## src/hdl/sofh_pkg.sv

```systemverilog
/*
  shared constants and carrier types of the safety output fault handler,
  plus the state type of the per-output latch timer that the handler instantiates.
  assumes a 10 MHz clock and that command and diagnosis inputs are
  produced by logic on that same clock.
*/
// Summary of operation
// - In single-channel mode a diagnosed fault forces only that output off and lights its red indicator steady.
// - Every newly detected fault is pushed into the error history and the block keeps running.
// - In dual-channel mode a fault on either output of a pair forces both outputs of the pair off.
// - For a dual-channel fault the faulty terminal lights steady red and its partner flashes red.
// - A command discrepancy in a dual-channel pair forces both off, lights both steady red and is logged.
// - A discrepancy is flagged whenever the pair's commands differ, and the pair turns on only when both are 1.
// - Pairs are an even output with the next odd one, and a pair drives on only while both are fault-free.
// - A raised fault stays asserted until the latch time has elapsed even if the cause goes away earlier.
// - The latch time is set from 0 to 65530 ms in 10 ms steps and is 1000 ms after reset.
// - A fault clears only when its cause is gone, its latch time has expired and its command is off, all three together.
// - In single-channel mode a fault on one output never forces another output off.
`default_nettype none
package sofh_pkg;
  localparam int NOUT           = 8;
  localparam int NPAIR          = NOUT / 2;
  localparam int LT_W           = 13;
  localparam int PRE_W          = 17;
  localparam int BLINK_W        = 5;
  localparam int CLK_HZ         = 10_000_000;
  localparam int TICK_MS        = 10;
  localparam int TICK_CYCLES    = CLK_HZ / 1000 * TICK_MS;
  localparam int LATCH_MAX_MS   = 65530;
  localparam int LATCH_RST_MS   = 1000;
  localparam logic [LT_W-1:0] LATCH_MAX_TICKS = LT_W'(LATCH_MAX_MS / TICK_MS);
  localparam logic [LT_W-1:0] LATCH_RST_TICKS = LT_W'(LATCH_RST_MS / TICK_MS);
  localparam int BLINK_MS       = 250;
  localparam logic [BLINK_W-1:0] BLINK_TICKS = BLINK_W'(BLINK_MS / TICK_MS - 1);

  typedef struct packed {
    logic [2:0] idx;
    logic       disc;
  } sofh_hist_t;

  typedef struct packed {
    logic [PRE_W-1:0]   pre;
    logic [BLINK_W-1:0] blink_cnt;
    logic               blink;
    logic [LT_W-1:0]    latch_cfg;
    logic [NPAIR-1:0]   mode;
    logic [NOUT-1:0]    diag;
    logic [NOUT-1:0]    disc;
    logic [NOUT-1:0]    pend;
    logic [NOUT-1:0]    drive;
    logic [NOUT-1:0]    red;
    logic [NOUT-1:0]    flash;
    logic [NOUT-1:0]    fault;
    logic               hist_valid;
    sofh_hist_t         hist;
  } sofh_state_t;

  typedef struct packed {
    logic [LT_W-1:0] cnt;
  } sofh_tmr_t;
endpackage
`default_nettype wire

```

## src/hdl/sofh_latch_timer.sv

```systemverilog
/*
  latch timer for one output: counts down in 10 ms ticks.
  assumes tick is a one-cycle pulse from the handler's prescaler.
*/
`timescale 1ns/1ps
`default_nettype none
module sofh_latch_timer
  import sofh_pkg::*;
(
  input  wire logic                  clock,
  input  wire logic                  ce,
  input  wire logic                  rst_b,
  input  wire logic                  load,
  input  wire logic                  tick,
  input  wire logic [sofh_pkg::LT_W-1:0] load_val,
  output logic                       expired
);
  import sofh_pkg::*;

  sofh_tmr_t s_r;
  sofh_tmr_t s_nxt;

  always_comb begin
    s_nxt = s_r;
    if (ce) begin
      // reload holds the count full while the cause persists
      if (load) begin
        s_nxt.cnt = load_val;
      end else if (tick && s_r.cnt != '0) begin
        s_nxt.cnt = s_r.cnt - LT_W'(1);
      end
    end
  end

  always_ff @(posedge clock) begin
    if (!rst_b) begin
      s_r <= '0;
    end else begin
      s_r <= s_nxt;
    end
  end

  assign expired = (s_r.cnt == '0);
endmodule
`default_nettype wire

```

## src/hdl/sofh_handler.sv

```systemverilog
/*
  fault reaction for eight safety outputs: forcing, indicators,
  fault latching and error history hand-off.
  assumes cmd, diag_fault, dual_mode and the config strobe come from
  logic on this clock; the history consumer takes every hist_valid cycle.
*/
`timescale 1ns/1ps
`default_nettype none
module sofh_handler
  import sofh_pkg::*;
#(
  parameter int unsigned TICK_CYCLES = sofh_pkg::TICK_CYCLES
) (
  input  wire logic                       clock,
  input  wire logic                       ce,
  input  wire logic                       rst_b,
  input  wire logic [sofh_pkg::NOUT-1:0]  cmd,
  input  wire logic [sofh_pkg::NOUT-1:0]  diag_fault,
  input  wire logic [sofh_pkg::NPAIR-1:0] dual_mode,
  input  wire logic                       cfg_wr,
  input  wire logic [sofh_pkg::LT_W-1:0]  cfg_latch_ticks,
  output logic [sofh_pkg::NOUT-1:0]       out_drive,
  output logic [sofh_pkg::NOUT-1:0]       led_red,
  output logic [sofh_pkg::NOUT-1:0]       led_flash,
  output logic [sofh_pkg::NOUT-1:0]       fault_state,
  output logic [sofh_pkg::LT_W-1:0]       latch_cfg,
  output logic                            hist_valid,
  output sofh_pkg::sofh_hist_t            hist_entry
);
  import sofh_pkg::*;

  sofh_state_t     s_r;
  sofh_state_t     s_nxt;
  logic            tick_w;
  logic [NOUT-1:0] expired_w;
  logic [NOUT-1:0] disc_cause;
  logic [NOUT-1:0] cause;
  logic [NOUT-1:0] fault_w;
  logic [NOUT-1:0] new_fault;

  assign tick_w  = (s_r.pre == PRE_W'(TICK_CYCLES - 1));
  assign fault_w = s_r.diag | s_r.disc;

  // discrepancy is checked per pair: even output with the next odd one
  always_comb begin
    disc_cause = '0;
    for (int p = 0; p < NPAIR; p++) begin
      disc_cause[2*p]   = dual_mode[p] & (cmd[2*p] ^ cmd[2*p+1]);
      disc_cause[2*p+1] = dual_mode[p] & (cmd[2*p] ^ cmd[2*p+1]);
    end
  end

  assign cause     = diag_fault | disc_cause;
  assign new_fault = cause & ~fault_w;

  genvar gi;
  generate
    for (gi = 0; gi < NOUT; gi++) begin : g_tmr
      sofh_latch_timer u_tmr (
        .clock    (clock),
        .ce       (ce),
        .rst_b    (rst_b),
        .load     (cause[gi]),
        .tick     (tick_w),
        .load_val (s_r.latch_cfg),
        .expired  (expired_w[gi])
      );
    end
  endgenerate

  always_comb begin
    logic [NOUT-1:0] clr;
    logic [NOUT-1:0] pend;
    logic [NOUT-1:0] f;
    logic            found;
    clr   = '0;
    pend  = '0;
    f     = '0;
    found = 1'b0;
    s_nxt = s_r;
    if (ce) begin
      s_nxt.pre = tick_w ? '0 : s_r.pre + PRE_W'(1);
      if (tick_w) begin
        s_nxt.blink_cnt = (s_r.blink_cnt == BLINK_TICKS) ? '0 : s_r.blink_cnt + BLINK_W'(1);
        if (s_r.blink_cnt == BLINK_TICKS) begin
          s_nxt.blink = ~s_r.blink;
        end
      end
      if (cfg_wr) begin
        // out-of-range settings saturate instead of wrapping to a short latch
        s_nxt.latch_cfg = (cfg_latch_ticks > LATCH_MAX_TICKS) ? LATCH_MAX_TICKS
                                                              : cfg_latch_ticks;
      end
      s_nxt.mode = dual_mode;
      // all three recovery conditions together; a live cause also wins over clear
      clr = ~cause & expired_w & ~cmd;
      s_nxt.diag = (s_r.diag & ~clr) | diag_fault;
      s_nxt.disc = (s_r.disc & ~clr) | disc_cause;
      // history: queue new faults, hand out the lowest index each cycle
      pend = s_r.pend | new_fault;
      s_nxt.hist_valid = 1'b0;
      for (int i = 0; i < NOUT; i++) begin
        if (pend[i] && !found) begin
          found             = 1'b1;
          pend[i]           = 1'b0;
          s_nxt.hist_valid  = 1'b1;
          s_nxt.hist.idx    = 3'(i);
          s_nxt.hist.disc   = s_nxt.disc[i] & ~s_nxt.diag[i];
        end
      end
      s_nxt.pend = pend;
      f = s_nxt.diag | s_nxt.disc;
      // the fault port gets a flop of its own instead of an or of two flops
      s_nxt.fault = f;
      s_nxt.red = f;
      for (int p = 0; p < NPAIR; p++) begin
        if (dual_mode[p]) begin
          s_nxt.drive[2*p]   = cmd[2*p] & cmd[2*p+1] & ~f[2*p] & ~f[2*p+1];
          s_nxt.drive[2*p+1] = cmd[2*p] & cmd[2*p+1] & ~f[2*p] & ~f[2*p+1];
          s_nxt.flash[2*p]   = s_nxt.diag[2*p+1] & ~f[2*p] & s_nxt.blink;
          s_nxt.flash[2*p+1] = s_nxt.diag[2*p] & ~f[2*p+1] & s_nxt.blink;
        end else begin
          s_nxt.drive[2*p]   = cmd[2*p] & ~f[2*p];
          s_nxt.drive[2*p+1] = cmd[2*p+1] & ~f[2*p+1];
          s_nxt.flash[2*p]   = 1'b0;
          s_nxt.flash[2*p+1] = 1'b0;
        end
      end
    end
  end

  always_ff @(posedge clock) begin
    if (!rst_b) begin
      s_r           <= '0;
      s_r.latch_cfg <= LATCH_RST_TICKS;
    end else begin
      s_r <= s_nxt;
    end
  end

  assign out_drive   = s_r.drive;
  assign led_red     = s_r.red;
  assign led_flash   = s_r.flash;
  assign fault_state = s_r.fault;
  assign latch_cfg   = s_r.latch_cfg;
  assign hist_valid  = s_r.hist_valid;
  assign hist_entry  = s_r.hist;

  // checks judge the registered copies; many also sample cmd, cause, new_fault or dual_mode as triggers
  generate
    for (gi = 0; gi < NOUT; gi++) begin : g_chk

    end

    // a pair's verdict is shared by both of its members
    for (gi = 0; gi < NPAIR; gi++) begin : g_pair

    end
  endgenerate
endmodule
`default_nettype wire

```

## config.mk

```make
export PLATFORM = sky130hd
export DESIGN_NAME = sofh_handler
export DESIGN_NICKNAME = d
export VERILOG_FILES = /design/src/hdl/sofh_pkg.sv /design/src/hdl/sofh_latch_timer.sv /design/src/hdl/sofh_handler.sv
export SDC_FILE = /design/constraint.sdc
export NUM_CORES = 1
export LEC_CHECK = 0
export ABC_CLOCK_PERIOD_IN_PS = 4160
export BUFFER_PORTS_ARGS = -buffer_cell sky130_fd_sc_hd__buf_2
export CELL_PAD_IN_SITES_DETAIL_PLACEMENT = 0
export CELL_PAD_IN_SITES_GLOBAL_PLACEMENT = 1
export CORE_ASPECT_RATIO = 1.75
export CORE_MARGIN = 2
export CORE_UTILIZATION = 40
export DETAILED_ROUTE_END_ITERATION = 8
export GPL_ROUTABILITY_DRIVEN = 0
export PLACE_DENSITY = 0.76
export SLEW_MARGIN = 25
export SYNTH_ARGS = -nofsm -noshare
export SYNTH_HDL_FRONTEND = slang
export SYNTH_SLANG_ARGS = --single-unit
export TNS_END_PERCENT = 100
```

## constraint.sdc

```tcl
create_clock -name clock -period 4.16 [get_ports clock]
set_input_delay 0.416 -clock clock [delete_from_list [all_inputs] [get_ports clock]]
set_output_delay 0.416 -clock clock [all_outputs]
set_load 0.01 [all_outputs]
```

# After elaboration in Yosys (flattened, before gate mapping)
# Cells that the tools add are included.
dict set report word_totals {
  regBits 192
  input_bits 37
  output_inout_bits 50
  wordCells 236
}
dict set report op_classes {
  add_sub_neg 10
  n_lt_le_gt_ge 1
  n_eq_ne 3
  n_mux 59
  n_bitwise 84
  reduce_logical 58
}
# op count
set ops {}
lappend ops {{13-bit 2-to-1 mux} 17}
lappend ops {{13-bit zero test} 8}
lappend ops {{13-bit nonzero test} 8}
lappend ops {{13-bit by 1-bit subtractor with 13-bit output, second input constant} 8}
lappend ops {{1-bit AND} 48}
lappend ops {{8-bit bitwise OR} 6}
lappend ops {{5-bit 2-to-1 mux} 9}
lappend ops {{8-bit AND} 5}
lappend ops {{8-bit inverter} 4}
lappend ops {{1-bit 2-to-1 mux} 22}
lappend ops {{2-bit AND reduction} 11}
lappend ops {{17-bit by 1-bit adder with 17-bit output, second input constant} 1}
lappend ops {{17-bit equality test, second input constant} 1}
lappend ops {{17-bit 2-to-1 mux} 1}
lappend ops {{1-bit inverter} 17}
lappend ops {{2-bit 2-to-1 mux} 8}
lappend ops {{2-bit nonzero test} 8}
lappend ops {{1-bit logical AND} 15}
lappend ops {{13-bit greater-than comparator, second input constant} 1}
lappend ops {{6-bit 2-to-1 mux} 2}
lappend ops {{8-bit nonzero test} 1}
lappend ops {{1-bit zero test} 7}
lappend ops {{5-bit by 1-bit adder with 5-bit output, second input constant} 1}
lappend ops {{5-bit equality test, second input constant} 1}
lappend ops {{2 further kinds} 5}

# Depth between registers and ports, before layout
dict set report depth {
  depth_word 35
  depth_mapped 9
  mapped_depth_nobuf 8
}

# By module
# From an unflattened synthesis, not the netlist that was laid out.
dict set report unflattened {
  hier_cells 1557
  hier_area_um2 12507.0
}
# module instances cells_per_inst area_each_um2 seq_area_each_um2
set modules_own_cells {}
lappend modules_own_cells {sofh_latch_timer 8 124 982.2 260.2}
lappend modules_own_cells {sofh_handler 1 565 4649.5 1761.7}

# Least setup slack after synthesis
# No wires, ideal clock.
dict set report synth_timing {
  kind {in2reg}
  startpoint {input cmd[0] (netlist name)}
  endpoint {register s_r (netlist bit hist_entry[3])}
  setup_time_ns 0.119
  t_arrival_ns 2.256
  required_time_ns 4.041
  path_slack_ns 1.786
  path_stages 7
  n_path_buf 1
  cell_sequence {ha_1 a21o_1 clkbuf_1 a221oi_4 nand4_1 o31a_1 o221a_2}
}
dict set report synth_between {
  elab_chain_cells 35
  elab_cells_between_ends 42
  cone_classes {mux: 21; bitwise: 5; reduce/logical: 16}
}
# element line_no
set synth_lines {}
lappend synth_lines {{start, declared} sofh_handler.sv:17} ;# input wire logic [sofh_pkg::NOUT-1:0] cmd,
lappend synth_lines {{1-bit XOR (*)} {sofh_handler.sv:48, sofh_handler.sv:49}}
lappend synth_lines {{1-bit AND (*)} {sofh_handler.sv:48, sofh_handler.sv:49}}
lappend synth_lines {{8-bit bitwise OR (*)} sofh_handler.sv:53} ;# assign cause = diag_fault | disc_cause;
lappend synth_lines {{8-bit AND (*)} sofh_handler.sv:54} ;# assign new_fault = cause & ~fault_w;
lappend synth_lines {{8-bit bitwise OR (*)} sofh_handler.sv:100} ;# pend = s_r.pend | new_fault;
lappend synth_lines {{1-bit 2-to-1 mux} sofh_handler.sv:103} ;# if (pend[i] && !found) begin
lappend synth_lines {{1-bit 2-to-1 mux} sofh_handler.sv:81} ;# if (ce) begin
lappend synth_lines {{1-bit zero test} sofh_handler.sv:103}
lappend synth_lines {{[19 not listed]} -}
lappend synth_lines {{1-bit zero test} sofh_handler.sv:103}
lappend synth_lines {{1-bit logical AND} sofh_handler.sv:103}
lappend synth_lines {{1-bit 2-to-1 mux} sofh_handler.sv:103}
lappend synth_lines {{1-bit 2-to-1 mux} sofh_handler.sv:81}
lappend synth_lines {{1-bit zero test} sofh_handler.sv:103}
lappend synth_lines {{1-bit logical AND} sofh_handler.sv:103}
lappend synth_lines {{8-bit nonzero test (no line)} -}
lappend synth_lines {{2-bit AND reduction (no line)} -}
lappend synth_lines {{end signal, assigned} sofh_handler.sv:137} ;# s_r <= s_nxt;
lappend synth_lines {{end, declared} sofh_handler.sv:32} ;# sofh_state_t s_r;
# Mark *: on every way between the ends. The rest lies on a longest branch, timed or not. The select of a mux whose other input is x is not followed.
# A chain may end at the register's enable or synchronous reset.

# Final worst setup path
dict set report layout_timing {
  startpoint {register g_tmr[5].u_tmr.s_r[0] (netlist name)}
  endpoint {register g_tmr[5].u_tmr.s_r[4] (netlist name)}
}
dict set report layout_between {
  elab_chain_cells 4
  elab_cells_between_ends 7
  cone_classes {add/sub: 1; mux: 2; reduce/logical: 4}
}
# element line_no
set layout_lines {}
lappend layout_lines {{start, declared} sofh_latch_timer.sv:20} ;# sofh_tmr_t s_r;
lappend layout_lines {{start signal, assigned} sofh_latch_timer.sv:39} ;# s_r <= s_nxt;
lappend layout_lines {{branches (longest 4 deep; another with 13-bit by 1-bit subtractor with 13-bit output)} -}
# Parallel ways; which one is timed is not known. The select of a mux whose other input is x is not followed.

==> qor.yml <==
ios: 87
hold_violations: 0
path_delay_family: "simple AND/OR/NAND/NOR gates"
synth_top_cell_area_share_pct: 34.2
end_kind: "register"
htreeDepth: 4
netlist_area_mm2: 0.0112
yosysSeqAreaShare_pct: 34.2
overflow: 0
worstReg2RegStart: "g_tmr[5].u_tmr.s_r[0]"
synth_cell_types: 81
worstHoldEndpoint: "latch_cfg[6]"
avgSynthCellArea_um2: 7.42
critPathArrivalTime_ns: 3.22
maxSlewViolCount: 0
post_cts_buffers: 0
cts_resized: 0
syn_inst: 1515
grt_max_degree: 42
yosysWarnings: 0
fmax_mhz: 349
synth.most_common_cell: "nand2_1"
routed_wl_um: 36300
vias: 11000
firstDrtPassIters: 5
dp_hpwl_um: 25400
crit_fanout: 12
synth_area_leaders: "dfxtp_1, a21oi_1, nand2_1, nor2_1, o21ai_0"
synth-seq-cells: 192
min_from: "cfg_latch_ticks[6]"
synth_top_cells_by_count: "nand2_1, dfxtp_1, a21oi_1, nor2_1, o21ai_0"
cts_buffer_depth: 2
ir_drop_v: 0.000315
fill_cells: 2971
setup_viol: 0
die-width_um: 131
cts_num_sinks: 192
p_leak_uw: 0.00451
numCtsBuffers: 17
die_area_mm2: 0.0295
chipHeight_um: 226
maxCapViolations: 0
grt.total_usage_pct: 24.9
nets: 1550
synth-edff-count: 0
cts-root-buf: "clkbuf_16"
ys.flop_type: "dfxtp_1"
worstMarginPinSlew_ns: 0.957
path_clk_slew_ns: 0.07
core_area_mm2: 0.0278
start_kind: "register"
crit_required_ns: 4.51
worst-path-buf-inv: 1
hp-class: "in2reg"
tns_ns: 0
path_cells: "inv_1 -> ha_1 -> nor4b_1 -> nand2_1 -> o311ai_2 -> and2_1 -> o21bai_1 -> and3_1"
critPathKind: "reg2reg"
power_density_mw_per_mm2: 404
clock_skew_ns: 0.0114
holdPathStages: 2
relSlewSlack_pct: 36.2
dp_slack_ns: 1.18
remaining_drc_errors: 0
wl_per_cell_um: 19.3
crit_slowest_cell: "o311ai_2"
place.port_buffers: 86
rsz0062_at_grt: "false"
clock_latency_ns: 0.46
grt_pass1_vias: 10300
r2r_slack_ns: 1.29
cts_hold_buf: 0
r2r_end: "g_tmr[5].u_tmr.s_r[4]"
grt_pass1_wl_um: 56800
finalCriticalPeriod_ns: 2.87
async_reset_ff_share_pct: 0
crit_path_max_incr_delay_ns: 0.57
setup_slack_ns: 1.29
initial_core_util_pct: 40.5
multi_input_area_mm2: 0.00650
seqCellArea_mm2: 0.00384
viasPerCell: 5.88
min_period_over_period_pct: 68.9
rr_worst_depth: 8
rows: 81
cts_tree: "yes"
antenna_found_initial: 1
synth_top_area_cell: "dfxtp_1"
syn_to_final_growth_pct: 7.35
status: "complete, no violations"
drt.antenna.violating_nets: 0
drt_iter0_drc: 865
syn_nets: 1572
drive_above_1_share_pct: 11.7
[metrics by stage]
stage                     hold WS (ns)  cells  power [µW]  instance area (µm²)  utilization (%)
after floorplan                  0.426   1515        2940                11200                -
after detailed placement         0.448   1847        3250                11500             41.4
after global routing             0.198   1876        5100                12100             43.4
final                            0.202   1877        4870                12100             43.5
after global placement           0.434   1845        3240                11500             41.4
after CTS                        0.182   1876        4890                12100             43.4
[routing by layer]
layer | track usage [%] | routed length, µm
met1 | 30.5 | 15200
met2 | 43.4 | 18100
met3 | 3.25 | 1740
met4 | 10.1 | 1120
met5 | 0 | 11
[layout by cell type (no fill, tap or decap), types with 10 or more instances in the layout]
master and n:
o211ai_1 14, nand2_1 208, inv_1 29, o21a_1 17, buf_2 88, nor2_1 163, o21ai_0 120, a22o_1 14
o31ai_1 17, ha_1 20, a21o_1 15, nor4_1 37, a21oi_1 175, dfxtp_1 192, a32o_1 12, or4_1 11
a211oi_1 14, nand3_1 33, nor3_1 39, clkbuf_16 17, a31oi_1 16, buf_4 19, nand2b_1 10, and2_1 15
xor2_1 12, and3_1 10, nand4_1 22
[worst max path at each step]
| stage | start | end | cells past startpoint |
|---|---|---|---|
| after floorplan | cmd[0] | hist_entry[3] | 7 |
| after global placement | cmd[0] | hist_entry[3] | 7 |
| after detailed placement | cmd[0] | hist_entry[3] | 7 |
| after CTS | s_r[84] | g_tmr[1].u_tmr.s_r[11] | 8 |
| after global routing | g_tmr[5].u_tmr.s_r[0] | g_tmr[5].u_tmr.s_r[4] | 8 |
| final | g_tmr[5].u_tmr.s_r[0] | g_tmr[5].u_tmr.s_r[4] | 8 |
[sequential cells by signal, indices dropped and copies added (netlist names)]
register         flops
fault_state          8
g_tmr.u_tmr.s_r    104
hist_entry           4
hist_valid           1
latch_cfg           13
led_flash            8
out_drive            8
s_r                 46
[report_power, final]
part	internal, µW	switching (µW)
Clock	892	758
Sequential	1940	152
Combinational	412	712
[area by class of cell]
| cell class | instances | share of cell area [%] |
|---|---|---|
| clock buffers | 20 | 3.70 |
| inverters | 30 | 0.954 |
| multi-input cells | 1145 | 53.8 |
| repair buffers | 107 | 4.83 |
| flip-flops and latches | 192 | 31.9 |
| diodes | 1 | 0.0207 |
| clock inverters | 9 | 0.933 |
| well taps | 373 | 3.87 |
[logic make-up after synthesis]
logic type,count (synthesis),share of synthesized area [%]
xor+xnor,20,1.56
flops,192,34.2
buf+inv,178,8.03
mux,3,0.278
compound gates,487,27.2
simple gates,615,26.6
fa+ha+maj,20,2.23
Power figures use the tool's default switching activity.
